`config.mk`:
```
export PLATFORM = sky130hd
export DESIGN_NAME = at_cmd_interp
export DESIGN_NICKNAME = d
export VERILOG_FILES = /design/src/include/at_cmd_pkg.sv /design/src/verilog/at_cmd_interp.sv
export VERILOG_INCLUDE_DIRS = /design/src /design/src/include
export SDC_FILE = /design/constraint.sdc
export NUM_CORES = 2
export LEC_CHECK = 0
export ABC_AREA = 1
export BUFFER_PORTS_ARGS = -buffer_cell sky130_fd_sc_hd__buf_2
export CAP_MARGIN = 20
export CELL_PAD_IN_SITES_DETAIL_PLACEMENT = 0
export CELL_PAD_IN_SITES_GLOBAL_PLACEMENT = 2
export CORE_MARGIN = 3
export CORE_UTILIZATION = 40
export DETAILED_ROUTE_END_ITERATION = 8
export PLACE_DENSITY_LB_ADDON = 0.05
export SLEW_MARGIN = 20
export SYNTH_ARGS = -nofsm -noshare
export SYNTH_HDL_FRONTEND = slang
export SYNTH_SLANG_ARGS = --single-unit
```
`constraint.sdc`:
```
create_clock -name aclk -period 11.1 [get_ports aclk]
set_input_delay 1.11 -clock aclk [delete_from_list [all_inputs] [get_ports aclk]]
set_output_delay 1.11 -clock aclk [all_outputs]
set_load 0.005 [all_outputs]
```
`src/include/at_cmd_map.svh`:
```
// Offsets, result codes, register indices and defaults of the command interpreter
`ifndef AT_CMD_MAP_SVH
`define AT_CMD_MAP_SVH
// AXI4-Lite byte offsets
`define A_CTRL 8'h00
`define A_STAT 8'h04
`define A_SEL 8'h08
`define A_DATA 8'h0c
`define RESP_OK 2'b00
`define RESP_ERR 2'b10
// Numbered result codes
`define RC_OK 7'h00
`define RC_CONN 7'h01
`define RC_RING 7'h02
`define RC_NOCAR 7'h03
`define RC_ERR 7'h04
`define RC_NODT 7'h06
`define RC_BUSY 7'h07
`define RC_NOANS 7'h08
`define RC_DELAY 7'h58
`define RC_BLK 7'h59
`define RC_BLKF 7'h5a
`define RC_TWO 7'h0a
// Parameter register indices and factory values
`define I_ESC 4'h2
`define I_RET 4'h3
`define I_LF 4'h4
`define I_BS 4'h5
`define I_VERB 4'he
`define D_ESC 8'h2b
`define D_RET 8'h0d
`define D_LF 8'h0a
`define D_BS 8'h08
`define D_VERB 8'h01
`define MAX_CHR 8'h7f
`define MAX_FLAG 8'h01
`define MAX_BYTE 8'hff
// Line and message layout
`define LINE_MAX 80
`define NREG 16
`define AT_LEN 7'h02
`define VAL_DIGITS 4'h3
`define SEG_LAST 3'h4
`define R_EXT_LAST 5'h0c
`define CASE_BIT 8'h20
`endif

```
`src/include/at_cmd_pkg.sv`:
```
// Types shared by the command interpreter and its bench
package at_cmd_pkg;
  typedef enum logic [3:0] {EV_CONN, EV_RING, EV_NOCAR, EV_NODT, EV_BUSY, EV_NOANS,
                            EV_DELAY, EV_BLK, EV_BLKF} ev_kind_t;
  typedef enum logic [2:0] {EC_V42B, EC_V42, EC_C5, EC_C4, EC_NONE} ec_t;
  typedef struct packed {
    ev_kind_t kind;
    logic [4:0] rate;
    ec_t ec;
  } ev_t;
  typedef enum logic [1:0] {ST_IDLE = 2'b00, ST_EXEC = 2'b01, ST_EMIT = 2'b11} st_t;
  typedef enum logic [1:0] {PS_CMD = 2'b00, PS_NUM = 2'b01, PS_VAL = 2'b11, PS_AMP = 2'b10} ps_t;
endpackage : at_cmd_pkg

```
`src/verilog/at_cmd_interp.sv`:
```
// Command line interpreter with parameter registers, profile store and result codes
// What this block does
// (RULE_01) A register read replies with the value as three zero padded decimal digits.
// (RULE_02) A register assignment parses the decimal value and writes the active register.
// (RULE_03) The host gives character settings as decimal codes, never as characters.
// (RULE_04) Several commands in one line run left to right; reads see earlier writes.
// (RULE_05) Store-profile copies all active settings into nonvolatile memory.
// (RULE_06) With a stored profile, reload takes active settings from nonvolatile memory.
// (RULE_07) Factory restore loads the fixed default set, ignoring nonvolatile memory.
// (RULE_08) Store after assignments in one line saves the already updated values.
// (RULE_09) Every command line begins with the attention characters A and T.
// (RULE_10) A line without error answers result 0, OK, then awaits another line.
// (RULE_11) Too many or invalid characters answer result 4, ERROR.
// (RULE_12) Going online without a rate message answers result 1, CONNECT.
// (RULE_13) An incoming ring answers result 2, RING.
// (RULE_14) No carrier within the wait answers result 3, NO CARRIER.
// (RULE_15) Call failures answer 6 NO DIALTONE, 7 BUSY, 8 NO ANSWER.
// (RULE_16) Rate connects 300 to 19200 carry their own numbered CONNECT codes.
// (RULE_17) Rates 21600 to 33600 take codes 55 to 60; 45000 and 56000 are worded only.
// (RULE_18) Dial restrictions answer 88 DELAYED, 89 BLACKLISTED, 90 BLACKLIST FULL.
// (RULE_19) With the extended option, rate connects 300 to 24000 get an error-control suffix.
// (RULE_20) The suffix names compression, correction, class tags or the none tag.
// (RULE_21) Up to 80 line characters are buffered; backspace edits before the terminator.
// (RULE_22) The terminator is the return-character register, default 13, range 0 to 127.
// (RULE_23) Out of range values or unknown registers leave registers unchanged and give ERROR.
// (RULE_24) Terse or verbose result form follows a setting in the active profile.
`timescale 1ns/1ps
`default_nettype none
`include "at_cmd_map.svh"
module at_cmd_interp #(
  parameter int LINE_LEN = `LINE_MAX, // Line buffer depth
  parameter int NREG = `NREG // Parameter register count
) (
  input wire logic aclk, // System clock, 20 MHz
  input wire logic aresetn, // Synchronous reset, low
  input wire logic [7:0] awaddr, // Write address
  input wire logic awvalid, // Write address valid
  output logic awready, // Write address ready
  input wire logic [31:0] wdata, // Write data
  input wire logic [3:0] wstrb, // Write strobes
  input wire logic wvalid, // Write data valid
  output logic wready, // Write data ready
  output logic [1:0] bresp, // Write response
  output logic bvalid, // Write response valid
  input wire logic bready, // Write response ready
  input wire logic [7:0] araddr, // Read address
  input wire logic arvalid, // Read address valid
  output logic arready, // Read address ready
  output logic [31:0] rdata, // Read data
  output logic [1:0] rresp, // Read response
  output logic rvalid, // Read data valid
  input wire logic rready, // Read data ready
  input wire logic rx_valid, // Host character valid
  input wire logic [7:0] rx_data, // Host character
  output logic rx_ready, // Character taken
  output logic tx_valid, // Reply character valid
  output logic [7:0] tx_data, // Reply character
  input wire logic tx_ready, // Reply character taken
  input wire logic ev_valid, // Line event valid
  input wire at_cmd_pkg::ev_t ev, // Line event kind, rate, protocol
  output logic ev_ready // Event taken
);
  import at_cmd_pkg::*;
  localparam int IW = $clog2(NREG);

  // Uppercase fold so commands work in either case
  function automatic logic [7:0] up(input logic [7:0] ch);
    up = (ch >= "a" && ch <= "z") ? (ch & ~`CASE_BIT) : ch;
  endfunction : up

  function automatic logic [7:0] dchar(input logic [3:0] d);
    dchar = "0" | {4'h0, d};
  endfunction : dchar

  // Factory profile, held as a constant image
  function automatic logic [NREG-1:0][7:0] fact();
    fact = '0;
    fact[`I_ESC] = `D_ESC;
    fact[`I_RET] = `D_RET;
    fact[`I_LF] = `D_LF;
    fact[`I_BS] = `D_BS;
    fact[`I_VERB] = `D_VERB;
  endfunction : fact
  localparam logic [NREG-1:0][7:0] FACT_VEC = fact();

  // Permitted upper bound of each register
  function automatic logic [7:0] rmax(input logic [IW-1:0] i);
    case (i)
      `I_RET, `I_LF, `I_BS: rmax = `MAX_CHR;
      `I_VERB: rmax = `MAX_FLAG;
      default: rmax = `MAX_BYTE;
    endcase
  endfunction : rmax

  // Rate index to numbered code and decimal digits
  function automatic logic [26:0] rate_tab(input logic [4:0] r);
    case (r)
      5'h01: rate_tab = {7'h28, 20'h00300}; // [RULE_16]
      5'h02: rate_tab = {7'h05, 20'h01200};
      5'h03: rate_tab = {7'h0a, 20'h02400};
      5'h04: rate_tab = {7'h0b, 20'h04800};
      5'h05: rate_tab = {7'h18, 20'h07200};
      5'h06: rate_tab = {7'h0c, 20'h09600};
      5'h07: rate_tab = {7'h19, 20'h12000};
      5'h08: rate_tab = {7'h0d, 20'h14400};
      5'h09: rate_tab = {7'h56, 20'h16800};
      5'h0a: rate_tab = {7'h0e, 20'h19200};
      5'h0b: rate_tab = {7'h37, 20'h21600}; // [RULE_17]
      5'h0c: rate_tab = {7'h38, 20'h24000};
      5'h0d: rate_tab = {7'h39, 20'h26400};
      5'h0e: rate_tab = {7'h3a, 20'h28800};
      5'h0f: rate_tab = {7'h3b, 20'h31200};
      5'h10: rate_tab = {7'h3c, 20'h33600};
      5'h11: rate_tab = {`RC_CONN, 20'h45000}; // Worded only
      5'h12: rate_tab = {`RC_CONN, 20'h56000};
      default: rate_tab = {`RC_CONN, 20'h00000}; // [RULE_12]
    endcase
  endfunction : rate_tab

  function automatic logic [6:0] ev_code(input ev_kind_t k, input logic [6:0] rc);
    case (k)
      EV_CONN: ev_code = rc;
      EV_RING: ev_code = `RC_RING; // [RULE_13]
      EV_NOCAR: ev_code = `RC_NOCAR; // [RULE_14]
      EV_NODT: ev_code = `RC_NODT; // [RULE_15]
      EV_BUSY: ev_code = `RC_BUSY;
      EV_NOANS: ev_code = `RC_NOANS;
      EV_DELAY: ev_code = `RC_DELAY; // [RULE_18]
      EV_BLK: ev_code = `RC_BLK;
      EV_BLKF: ev_code = `RC_BLKF;
      default: ev_code = `RC_ERR;
    endcase
  endfunction : ev_code

  // Verbose words, right aligned, with their length
  function automatic logic [131:0] word(input logic [6:0] rc);
    case (rc)
      `RC_OK: word = {4'h2, 128'("OK")};
      `RC_RING: word = {4'h4, 128'("RING")};
      `RC_NOCAR: word = {4'ha, 128'("NO CARRIER")};
      `RC_ERR: word = {4'h5, 128'("ERROR")};
      `RC_NODT: word = {4'hb, 128'("NO DIALTONE")};
      `RC_BUSY: word = {4'h4, 128'("BUSY")};
      `RC_NOANS: word = {4'h9, 128'("NO ANSWER")};
      `RC_DELAY: word = {4'h7, 128'("DELAYED")};
      `RC_BLK: word = {4'hb, 128'("BLACKLISTED")};
      `RC_BLKF: word = {4'he, 128'("BLACKLIST FULL")};
      default: word = {4'h7, 128'("CONNECT")};
    endcase
  endfunction : word

  // Error-control suffix text
  function automatic logic [67:0] tag(input ec_t e);
    case (e)
      EC_V42B: tag = {4'h7, 64'("/V42bis")}; // [RULE_20]
      EC_V42: tag = {4'h4, 64'("/V42")};
      EC_C5: tag = {4'h5, 64'h2f4d4e5035};
      EC_C4: tag = {4'h5, 64'h2f4d4e5034};
      default: tag = {4'h5, 64'h2f4e6f4543};
    endcase
  endfunction : tag

  function automatic logic addr_ok(input logic [7:0] a);
    addr_ok = a == `A_CTRL || a == `A_STAT || a == `A_SEL || a == `A_DATA;
  endfunction : addr_ok

  logic [NREG-1:0][7:0] act_r, nv_r;
  logic nv_valid_r, ext_en_r;
  logic [IW-1:0] sel_r;
  logic [7:0] line_r [LINE_LEN];
  logic [6:0] len_r, pos_r;
  logic ovf_r, wz_r;
  st_t st_r;
  ps_t ps_r;
  logic [7:0] num_r, vout_r;
  logic [11:0] val_r;
  logic [2:0] seg_r;
  logic [3:0] idx_r;
  logic isval_r, ret_r, conn_r;
  logic [6:0] code_r;
  logic [4:0] rate_r;
  ec_t ec_r;
  logic tx_valid_r;
  logic [7:0] tx_data_r;

  // Line collection; events wait for an empty line so replies never interleave
  wire is_term = rx_data == act_r[`I_RET]; // [RULE_22]
  wire is_bs = rx_data == act_r[`I_BS];
  assign rx_ready = st_r == ST_IDLE;
  assign ev_ready = st_r == ST_IDLE && len_r == 7'h00 && !rx_valid;
  wire rx_take = rx_valid && rx_ready;
  wire ev_take = ev_valid && ev_ready;
  wire at_ok = len_r >= `AT_LEN && up(line_r[0]) == "A" && up(line_r[1]) == "T"; // [RULE_09]
  wire [26:0] ev_rt = rate_tab(ev.rate);
  wire [6:0] evc = ev_code(ev.kind, ev_rt[26:20]);

  // Execution decode, one character per cycle
  wire ex = st_r == ST_EXEC;
  wire x_end = pos_r == len_r;
  wire [7:0] c = up(line_r[pos_r]);
  wire dig = c >= "0" && c <= "9";
  wire [3:0] dv = 4'(c - "0");
  wire [IW-1:0] widx = num_r[IW-1:0];
  wire [7:0] wval = val_r[7:0];
  wire num_bad = num_r >= 8'(NREG);
  wire [7:0] num_n = num_bad ? num_r : 8'(num_r * 8'h0a + {4'h0, dv});
  wire [11:0] val_n = val_r > 12'h0ff ? val_r : 12'(val_r * 12'h00a + {8'h00, dv});
  wire cmd_ok = c == " " || c == "S" || c == "&" || c == "Z" || (c == "0" && wz_r);
  wire commit = ex && ps_r == PS_VAL && (x_end || !dig);
  wire bad_wr = num_bad || val_r > {4'h0, rmax(widx)}; // [RULE_23]
  wire do_wr = commit && !bad_wr; // [RULE_02]
  wire rd_ok = ex && ps_r == PS_NUM && !x_end && c == "?" && !num_bad;
  wire do_store = ex && ps_r == PS_AMP && !x_end && c == "W"; // [RULE_05]
  wire do_fact = ex && ps_r == PS_AMP && !x_end && c == "F"; // [RULE_07]
  wire do_reload = ex && ps_r == PS_CMD && !x_end && c == "Z"; // [RULE_06]
  wire x_ok = ex && ps_r == PS_CMD && x_end; // [RULE_10]
  wire x_err = ex && ((ps_r == PS_CMD && !x_end && !cmd_ok) // [RULE_11]
    || (ps_r == PS_NUM && (x_end || !(dig || c == "=" || c == "?") || (c == "?" && num_bad)))
    || (ps_r == PS_AMP && (x_end || !(c == "W" || c == "F"))) || (commit && bad_wr)); // [RULE_23]
  wire ln_err = rx_take && is_term && (ovf_r || (len_r != 7'h00 && !at_ok)); // [RULE_11]
  wire res_go = ln_err || x_err || x_ok || ev_take;
  wire [6:0] res_code = ev_take ? evc : (ln_err || x_err) ? `RC_ERR : `RC_OK;

  // Reply composition: body, rate, suffix, return, line feed
  wire verb = act_r[`I_VERB][0]; // [RULE_24]
  wire [26:0] rt = rate_tab(rate_r);
  wire [131:0] wd = word(code_r);
  wire [67:0] td = tag(ec_r);
  wire [3:0] rlen = |rt[19:16] ? 4'h5 : |rt[15:12] ? 4'h4 : 4'h3;
  wire has_rate = !isval_r && verb && conn_r && rate_r != 5'h00;
  wire has_sfx = has_rate && ext_en_r && rate_r <= `R_EXT_LAST; // [RULE_19]
  wire two = code_r >= `RC_TWO;
  wire [3:0] len0 = isval_r ? `VAL_DIGITS : verb ? wd[131:128] : (two ? 4'h2 : 4'h1);
  wire [3:0] slen = seg_r == 3'h0 ? len0 : seg_r == 3'h1 ? (has_rate ? 4'(rlen + 4'h1) : 4'h0)
    : seg_r == 3'h2 ? (has_sfx ? td[67:64] : 4'h0) : 4'h1;
  wire [7:0] ch_val = idx_r == 4'h0 ? dchar(4'(vout_r / 8'd100))
    : idx_r == 4'h1 ? dchar(4'((vout_r / 8'd10) % 8'd10)) : dchar(4'(vout_r % 8'd10)); // [RULE_01]
  wire [7:0] ch_ters = (two && idx_r == 4'h0) ? dchar(4'(code_r / 7'd10)) : dchar(4'(code_r % 7'd10));
  wire [7:0] ch_word = wd[8 * (int'(wd[131:128]) - 1 - int'(idx_r)) +: 8];
  wire [7:0] ch_rate = idx_r == 4'h0 ? " " : dchar(rt[4 * (int'(rlen) - int'(idx_r)) +: 4]);
  wire [7:0] ch_tag = td[8 * (int'(td[67:64]) - 1 - int'(idx_r)) +: 8];
  wire [7:0] cur = seg_r == 3'h0 ? (isval_r ? ch_val : verb ? ch_word : ch_ters) // [RULE_24]
    : seg_r == 3'h1 ? ch_rate : seg_r == 3'h2 ? ch_tag
    : seg_r == 3'h3 ? act_r[`I_RET] : act_r[`I_LF];
  wire em = st_r == ST_EMIT;
  wire load = em && (!tx_valid_r || tx_ready) && idx_r < slen;
  wire step_seg = em && idx_r >= slen;
  assign tx_valid = tx_valid_r;
  assign tx_data = tx_data_r;

  // Line buffer; characters past the limit are dropped and flagged
  always_ff @(posedge aclk) begin
    if (rx_take && !is_term && !is_bs && len_r < 7'(LINE_LEN)) begin
      line_r[len_r] <= rx_data; // [RULE_21]
    end
  end

  // Active profile: restore, reload, then single register writes
  always_ff @(posedge aclk) begin
    if (!aresetn) begin
      act_r <= FACT_VEC;
    end else if (do_fact) begin
      act_r <= FACT_VEC; // [RULE_07]
    end else if (do_reload) begin
      act_r <= nv_valid_r ? nv_r : FACT_VEC; // [RULE_06]
    end else if (do_wr) begin
      act_r[widx] <= wval; // [RULE_02] [RULE_04]
    end
  end

  // Nonvolatile image has no reset; its valid flag marks a stored profile
  always_ff @(posedge aclk) begin
    if (do_store) begin
      nv_r <= act_r; // [RULE_05] [RULE_08]
    end
  end
  always_ff @(posedge aclk) begin
    if (!aresetn) begin
      nv_valid_r <= 1'b0;
    end else if (do_store) begin
      nv_valid_r <= 1'b1;
    end
  end

  // Reply character register
  always_ff @(posedge aclk) begin
    if (!aresetn) begin
      tx_valid_r <= 1'b0;
      tx_data_r <= 8'h00;
    end else if (load) begin
      tx_valid_r <= 1'b1;
      tx_data_r <= cur;
    end else if (tx_ready) begin
      tx_valid_r <= 1'b0;
    end
  end

  // Sequencer: collect, execute left to right, emit
  always_ff @(posedge aclk) begin
    if (!aresetn) begin
      st_r <= ST_IDLE;
      ps_r <= PS_CMD;
      {pos_r, len_r, ovf_r, wz_r, num_r, val_r, vout_r} <= '0;
      {seg_r, idx_r, isval_r, ret_r, conn_r, rate_r} <= '0;
      code_r <= `RC_OK;
      ec_r <= EC_NONE;
    end else begin
      if (st_r == ST_IDLE && rx_take) begin
        if (is_term) begin
          if (len_r != 7'h00 && at_ok && !ovf_r) begin
            st_r <= ST_EXEC;
            pos_r <= `AT_LEN; // [RULE_09]
            ps_r <= PS_CMD;
            wz_r <= 1'b0;
          end
        end else if (is_bs) begin
          if (len_r != 7'h00) len_r <= len_r - 7'h01; // [RULE_21]
        end else if (len_r < 7'(LINE_LEN)) begin
          len_r <= len_r + 7'h01;
        end else begin
          ovf_r <= 1'b1; // [RULE_11]
        end
      end
      if (ex) begin
        wz_r <= do_store || do_fact;
        if (!x_end && !commit && !x_err) pos_r <= pos_r + 7'h01; // [RULE_04]
        case (ps_r)
          PS_CMD: begin
            if (!x_end && c == "S") begin
              ps_r <= PS_NUM;
              num_r <= 8'h00;
            end else if (!x_end && c == "&") begin
              ps_r <= PS_AMP;
            end
          end
          PS_NUM: begin
            if (dig) begin
              num_r <= num_n;
            end else if (c == "=") begin
              ps_r <= PS_VAL;
              val_r <= 12'h000;
            end else begin
              ps_r <= PS_CMD;
            end
          end
          PS_VAL: begin
            if (commit) ps_r <= PS_CMD;
            else val_r <= val_n;
          end
          default: ps_r <= PS_CMD;
        endcase
      end
      if (em) begin
        if (step_seg) begin
          seg_r <= seg_r + 3'h1;
          idx_r <= 4'h0;
          if (seg_r == `SEG_LAST) begin
            st_r <= ret_r ? ST_EXEC : ST_IDLE;
            if (!ret_r) begin
              len_r <= 7'h00;
              ovf_r <= 1'b0;
            end
          end
        end else if (load) begin
          idx_r <= idx_r + 4'h1;
        end
      end
      // Launch a reply; a read resumes execution afterwards
      if (res_go || rd_ok) begin
        st_r <= ST_EMIT;
        seg_r <= 3'h0;
        idx_r <= 4'h0;
        isval_r <= rd_ok;
        ret_r <= rd_ok;
        vout_r <= act_r[widx]; // [RULE_01] [RULE_04]
        if (!rd_ok) begin
          code_r <= res_code;
          conn_r <= ev_take && ev.kind == EV_CONN; // [RULE_12]
          rate_r <= ev_take ? ev.rate : 5'h00;
          ec_r <= ev.ec;
        end
      end
    end
  end

  // AXI4-Lite slave; one write and one read at a time
  logic aw_h_r, w_h_r, bvalid_r, rvalid_r;
  logic [7:0] awa_r;
  logic [31:0] wd_r, rdata_r;
  logic [3:0] ws_r;
  logic [1:0] bresp_r, rresp_r;
  assign awready = !aw_h_r && !bvalid_r;
  assign wready = !w_h_r && !bvalid_r;
  assign arready = !rvalid_r;
  assign bvalid = bvalid_r;
  assign bresp = bresp_r;
  assign rvalid = rvalid_r;
  assign rdata = rdata_r;
  assign rresp = rresp_r;
  wire wr_go = aw_h_r && w_h_r && !bvalid_r;
  wire [31:0] stat = {17'h0, len_r, nv_valid_r, code_r};
  wire [31:0] rd_mux = araddr == `A_CTRL ? {31'h0, ext_en_r} : araddr == `A_STAT ? stat
    : araddr == `A_SEL ? 32'(sel_r) : araddr == `A_DATA ? {24'h0, act_r[sel_r]} : 32'h0;

  always_ff @(posedge aclk) begin
    if (!aresetn) begin
      {aw_h_r, w_h_r, bvalid_r, ext_en_r, sel_r, awa_r, wd_r, ws_r} <= '0;
      bresp_r <= `RESP_OK;
    end else begin
      if (awvalid && awready) {aw_h_r, awa_r} <= {1'b1, awaddr};
      if (wvalid && wready) {w_h_r, wd_r, ws_r} <= {1'b1, wdata, wstrb};
      if (wr_go) begin
        {aw_h_r, w_h_r, bvalid_r} <= 3'b001;
        bresp_r <= addr_ok(awa_r) ? `RESP_OK : `RESP_ERR;
        if (awa_r == `A_CTRL && ws_r[0]) ext_en_r <= wd_r[0]; // [RULE_19]
        if (awa_r == `A_SEL && ws_r[0]) sel_r <= wd_r[IW-1:0];
      end else if (bvalid_r && bready) begin
        bvalid_r <= 1'b0;
      end
    end
  end

  always_ff @(posedge aclk) begin
    if (!aresetn) begin
      {rvalid_r, rdata_r} <= '0;
      rresp_r <= `RESP_OK;
    end else if (arvalid && arready) begin
      rvalid_r <= 1'b1;
      rdata_r <= rd_mux;
      rresp_r <= addr_ok(araddr) ? `RESP_OK : `RESP_ERR;
    end else if (rvalid_r && rready) begin
      rvalid_r <= 1'b0;
    end
  end
endmodule : at_cmd_interp
`default_nettype wire
```
# After elaboration in Yosys (flattened, before gate mapping)
# Memory sizes are Yosys's and may differ from the RTL's. A register that Yosys moved wholly into a read port is not among the register bits.
# Cells that the tools add are included.
[word_totals]
regBits = 396
mem_bits_rw = 640
rom_bits = 1152
in_bits = 82
output_inout_bits = 52
wordCells = 438
n_memories = 3
[op_classes]
add_sub_neg = 14
multipliers = 2
n_div = 6
n_lt_le_gt_ge = 20
eq_ne = 61
n_shift = 3
n_mux = 112
n_bitwise = 2
reduce_logical = 152
[mem_list]
columns = ["memory", "words", "width", "rd", "rd_ports_with_merged_regs", "wr", "line", "text"]
rows = [
  ["line_r", 80, 8, 3, 1, 1, "at_cmd_interp.sv:170", "logic [7:0] line_r [LINE_LEN];"],
  ["(name not given)", 32, 18, 1, 1, 0, "at_cmd_interp.sv:97", "case (r)"],
  ["(name not given)", 32, 18, 1, 0, 0, "at_cmd_interp.sv:97", ""],
]
[ops]
columns = ["op", "count"]
rows = [
  ["132-bit case mux with 10 select lines", 1],
  ["128-bit two-way mux", 3],
  ["66-bit case mux with 4 select lines", 1],
  ["132-bit by 9-bit variable part select with 8-bit output", 1],
  ["128-bit bitwise mux", 1],
  ["7-bit two-way mux", 16],
  ["8-bit two-way mux", 14],
  ["1-bit logical AND", 68],
  ["68-bit by 9-bit variable part select with 8-bit output", 1],
  ["8-bit binary-select mux with 4-bit select", 2],
  ["7-bit case mux with 9 select lines", 1],
  ["8-bit by 7-bit equality test with 1-bit output (second input constant)", 6],
  ["12-bit two-way mux", 4],
  ["4-bit two-way mux", 12],
  ["8-bit by 6-bit equality test with 1-bit output (second input constant)", 5],
  ["2-bit two-way mux", 19],
  ["8-bit demux with 4-bit select", 1],
  ["8-bit by 4-bit equality test with 1-bit output (second input constant)", 4],
  ["8-bit case mux with 2 select lines", 2],
  ["15-bit two-way mux", 2],
  ["1-bit logical OR", 28],
  ["27-bit by 7-bit variable part select with 4-bit output", 1],
  ["4-bit by 3-bit equality test with 1-bit output (second input constant)", 6],
  ["8-bit by 7-bit >= comparator with 1-bit output (second input constant)", 3],
  ["74 further kinds", 170],
]

# Longest topological paths before layout
[depth]
ltp_word = 22
ltp_mapped = 38
mapped_depth_nobuf = 37

# Least setup slack after synthesis
# Ideal clock, no wire load.
[synth_timing]
path_type = "register to register"
start = "register pos_r[0]"
end = "register nv_r[0] (netlist bit), enable pin"
setup_time_ps = 481
arrival_ps = 4606
t_required_ps = 10619
setup_slack_ps = 6013
path_stages_with_launch = 19
path_buffers = 5
period_less_slack_ps = 5087
path_cell_list = "dfxtp_1 > buf_6 > buf_6 > buf_6 > buf_6 > buf_4 > o21ai_0 > o22ai_1 > nand2_1 > nand4_1 > nand2_1 > nand2_1 > a21oi_1 > nand2_2 > nand2_1 > nand4_1 > inv_1 > nand2_1 > inv_1"
[synth_between]
elab_chain_len = 4
[synth_rtl]
columns = ["element", "line", "text"]
rows = [
  ["from (decl)", "at_cmd_interp.sv:171", "logic [6:0] len_r, pos_r;"],
  ["from (signal assigned)", "at_cmd_interp.sv:312", "pos_r <= `AT_LEN;"],
  ["from (signal assigned)", "at_cmd_interp.sv:326", "if (!x_end && !commit && !x_err) pos_r <= pos_r + 7'h01;"],
  ["7-bit equality test", "at_cmd_interp.sv:199", "wire x_end = pos_r == len_r;"],
  ["1-bit zero test", "at_cmd_interp.sv:213", "wire do_store = ex && ps_r == PS_AMP && !x_end && c == \"W\"; // [RULE_05]"],
  ["1-bit logical AND (2 in a row)", "at_cmd_interp.sv:213", ""],
  ["named net do_store", "at_cmd_interp.sv:213", ""],
  ["to (signal assigned)", "at_cmd_interp.sv:274", "nv_r <= act_r;"],
  ["to (decl)", "at_cmd_interp.sv:167", "logic [NREG-1:0][7:0] act_r, nv_r;"],
]
# The timed path passes the listed nets, and every way through them passes these cells.
# A chain may end at the register's enable or synchronous reset.

# Worst setup path after layout
[layout_timing]
start = "register pos_r[0]"
end = "register rt[9] (netlist name)"
[layout_between]
elab_chain_len = 15
word_cells_on_any_way = 28
cone_classes = "1 x eq/ne; 2 x mux; 1 x bitwise; 24 x reduce/logical"
[layout_rtl]
columns = ["element", "line", "text"]
rows = [
  ["7-bit equality test *", "at_cmd_interp.sv:199", ""],
  ["1-bit zero test / 1-bit logical OR (equally long branches)", "at_cmd_interp.sv:212, at_cmd_interp.sv:217, at_cmd_interp.sv:218", ""],
  ["1-bit logical AND / 1-bit logical OR (equally long branches)", "at_cmd_interp.sv:217, at_cmd_interp.sv:218", ""],
  ["1-bit logical AND (on tied branches)", "at_cmd_interp.sv:217, at_cmd_interp.sv:218", ""],
  ["1-bit logical OR", "at_cmd_interp.sv:218", "|| (ps_r == PS_NUM && (x_end || !(dig || c == \"=\" || c == \"?\") || (c == \"?\" && num_bad)))"],
  ["1-bit logical OR (2 in a row)", "at_cmd_interp.sv:219", "|| (ps_r == PS_AMP && (x_end || !(c == \"W\" || c == \"F\"))) || (commit && bad_wr)); // [RULE_23]"],
  ["1-bit logical AND", "at_cmd_interp.sv:217", "wire x_err = ex && ((ps_r == PS_CMD && !x_end && !cmd_ok)"],
  ["1-bit logical OR (3 in a row)", "at_cmd_interp.sv:221", "wire res_go = ln_err || x_err || x_ok || ev_take;"],
  ["1-bit logical OR", "at_cmd_interp.sv:369", "if (res_go || rd_ok) begin"],
  ["2-bit AND reduction (no line) *", "-", ""],
  ["5-bit two-way mux (no line) * (2 in a row)", "-", ""],
]
# Every way passes the cells marked *; elsewhere a longest branch is shown, timed or not.

==> results.toml <==
[sta]
tns_ps = 0
worst_slew_pin_slew_ps = 1106
rsz0062_at_grt = "no"
clock_skew_ps = 68.22
max_freq_mhz = 149.8
finalCritPeriodShare = 0.6013
setup_viol = 0
holdWs_ps = 381.3
hold_viol_final = 0
final-max-slew-violation-count = 0
relSlewSlack = 0.2570
period_minus_slack_ps = 6674

[detailed_routing]
dr.pass1.iters = 6
num_vias = 39810
routed_wirelength_um = 166300
wire_per_inst_um = 23.20
route.detailed.drc = 0
ant_nets = 0
drtIter0Drc = 3738
via_per_inst = 5.554

[finish]
syn_to_final_growth_pct = 11.04
drive_above_1_share = 0.07142
fin_nets = 5598
n_antenna_cell = 0

[logic_synthesis]
syn_area_sq_mm = 0.04994
async_flop_share = 0
synth_cell_type_count = 66
synth_top_family_by_area = "simple AND/OR/NAND/NOR gates"
syn_avg_cell_area_sq_um = 9.187
yosysTopAreaCell = "edfxtp_1"
synthMuxAreaShare = 0.0002004
synthTopCellsByCount = "857 x nand2_1, 768 x edfxtp_1, 700 x nor2_1, 589 x o21ai_0, 500 x nand3_1"
netlist.area_leader.share = 0.4618
yosysSeqAreaShare = 0.5688
ys_ff_latch = 1035
synth.most_common_cell = "nand2_1"
synth_xor_area_frac = 0.006314
yosys_warnings = 0
synth_edf_count = 768
synth_fa_ha_area_frac = 0.02235
synth_cells = 5436
dominantRegCellSynth = "edfxtp_1"
synthSimpleGateAreaFrac = 0.1834
synth_compound_area_frac = 0.1521
synth_area_leaders = "edfxtp_1 46%, dfxtp_1 11%, nand2_1 6.4%, o21ai_0 5.9%, nor2_1 5.3%"

[critical_path]
crit_slowest_cell = "dfxtp_4"
path_class = "flop to flop"
cp-endpoint = "rt[9]"
endpoint_kind = "flop"
crit_top_cell = "nand2_1"
reg2reg_from = "pos_r[0]"
cp-start-kind = "flop"
crit_start = "pos_r[0]"
crit_fanout = 130
required_ps = 11750
ff2ff_setup_slack_ps = 4430
max_stage_delay_ps = 780
reg2reg_depth = 33
r2r_end = "rt[9]"
crit_arrival_ps = 7320

[job]
drv_cap = 0

[clock_network]
ctsHoldBuffers = 0
numCtsBuffers = 115
cts_resized = 0
cts.path.max_buffers = 3
postCtsSetupRepairBufs = 0
cts_sinks = 1035
clk_pin_slew_ps = 60
cts_root_buffer = "clkbuf_16"
clk_latency_ps = 740
tritoncts = "yes"
cts_max_level = 3

[run_status]
status = "completed"

[floorplan]
die-area_sq_mm = 0.1291
die_x_um = 359.3
io_pins = 134
dieHeight_um = 359.3
start_util = 0.4034
core_sq_mm = 0.1238
std_cell_rows = 129

[pwr]
cellPowerDensity_mw_per_mm2 = 222.2
p_leak_nw = 20.37
ir_drop_v = 0.0001877

[global_route]
grt_pass1_vias = 37680
grt_overflow_total = 0
grt_max_degree = 131
antenna_found_initial = 4
track_usage = 0.2510
grt_pass1_wl_um = 247500

[placement]
port_buffers = 83
gp_congestion = 0.8978
post-dp-hpwl_um = 105500

[hold_path]
hold_class = "flop to flop"
==> worst min-delay path by stage <==
stage	slack [ps]	endpoint	depth (start not counted)	from
floorplan	410	nv_r[112]	0	act_r[112]
global placement	410	nv_r[9]	0	act_r[9]
detailed placement	420	nv_r[59]	0	act_r[59]
CTS	370	nv_r[0]	0	act_r[0]
global route	410	nv_r[0]	0	act_r[0]
finish	380	nv_r[0]	0	act_r[0]
==> placed cells by master (no fill, tap or decap), types with 17 or more instances in the layout <==
master / instances
xor2_1: 28
a21oi_1: 264
a211oi_1: 21
o31ai_1: 23
a31oi_1: 103
nor2_1: 698
nand2_1: 856
ha_1: 78
o21ai_1: 34
o22ai_1: 78
clkbuf_16: 116
buf_2: 75
nor3_1: 31
clkinv_2: 18
o21ai_0: 589
buf_4: 78
a22oi_1: 41
edfxtp_1: 768
nand3_1: 500
dfxtp_1: 262
conb_1: 19
o221ai_1: 23
clkbuf_1: 36
o211ai_1: 63
nor4_1: 17
inv_1: 449
nand4_1: 41
clkinv_1: 26
==> cell families (layout without fill, tap and decap cells) <==
group,Yosys count,after routing
AO/OA/AOI/OAI,1318,1318
XOR/XNOR,36,36
adder cells (fa/ha/maj),85,85
buffers and inverters,774,851
flip-flops,1035,1035
multiplexers,1,1
other,1,19
AND/OR/NAND/NOR,2186,2186
==> registers in the layout, indices dropped and copies added, names as in the netlist, 2 cells and up <==
| register | cells |
|---|---|
| pos_r | 7 |
| sel_r | 4 |
| idx_r | 4 |
| awa_r | 8 |
| vout_r | 8 |
| rdata | 15 |
| seg_r | 3 |
| ec_r | 3 |
| val_r | 12 |
| rate_r | 5 |
| tx_data | 8 |
| ps_r | 2 |
| nv_r | 128 |
| act_r | 128 |
| rt | 18 |
| st_r | 2 |
| line_r | 640 |
| num_r | 8 |
| len_r | 7 |
| code_r | 7 |
| wd_r | 4 |
==> critical path, delay by kind of cell, from the launching register on <==
kind,cells,cell delay [ps]
DFF,1,780
AOI/OAI and AO/OA,3,940
buffers and inverters,4,1550
adders and majority gates,1,260
and+or+nand+nor,25,2890
==> metrics by stage <==
step / total power [W] / cell area [sq um] / setup WS [ps] / utilization / cells
4_1_cts: 0.01239 / 55450 / 4469 / 0.4479 / 7168
5_1_grt: 0.01303 / 55450 / 3836 / 0.4479 / 7168
3_3_place_gp: 0.008521 / 51590 / 4468 / 0.4167 / 6951
3_5_place_dp: 0.008481 / 51590 / 4519 / 0.4167 / 6951
2_1_floorplan: 0.007205 / 50010 / 6013 / - / 5454
6_report: 0.01232 / 55450 / 4426 / 0.4479 / 7168
==> metal layers <==
metal	global-route usage	up-vias	wire, um
met4	0.05157	2	2753
met3	0.03125	179	10380
met1	0.3783	19320	79190
li1	-	19060	-
met5	0	-	18
met2	0.3876	1245	73970
==> report_power, final <==
part | internal [W] | switching [W] | total [W] | leakage (nW)
sequential | 0.00423 | 0.000107 | 0.00433 | 8.97
clock | 0.00228 | 0.00162 | 0.00390 | 1.86
combinational | 0.00112 | 0.00296 | 0.00409 | 9.54
total | 0.00763 | 0.00469 | 0.0123 | 20.4
==> layout make-up <==
type                    count  area (sq um)
fillers                 12060         68350
well taps                1637          2048
repair buffers            156          1021
clock inverters            51         628.1
multi-input cells        3645         18290
flip-flops and latches   1035         28420
clock buffers             166          3231
inverters                 478          1812
(Power assumes the default switching activity.)
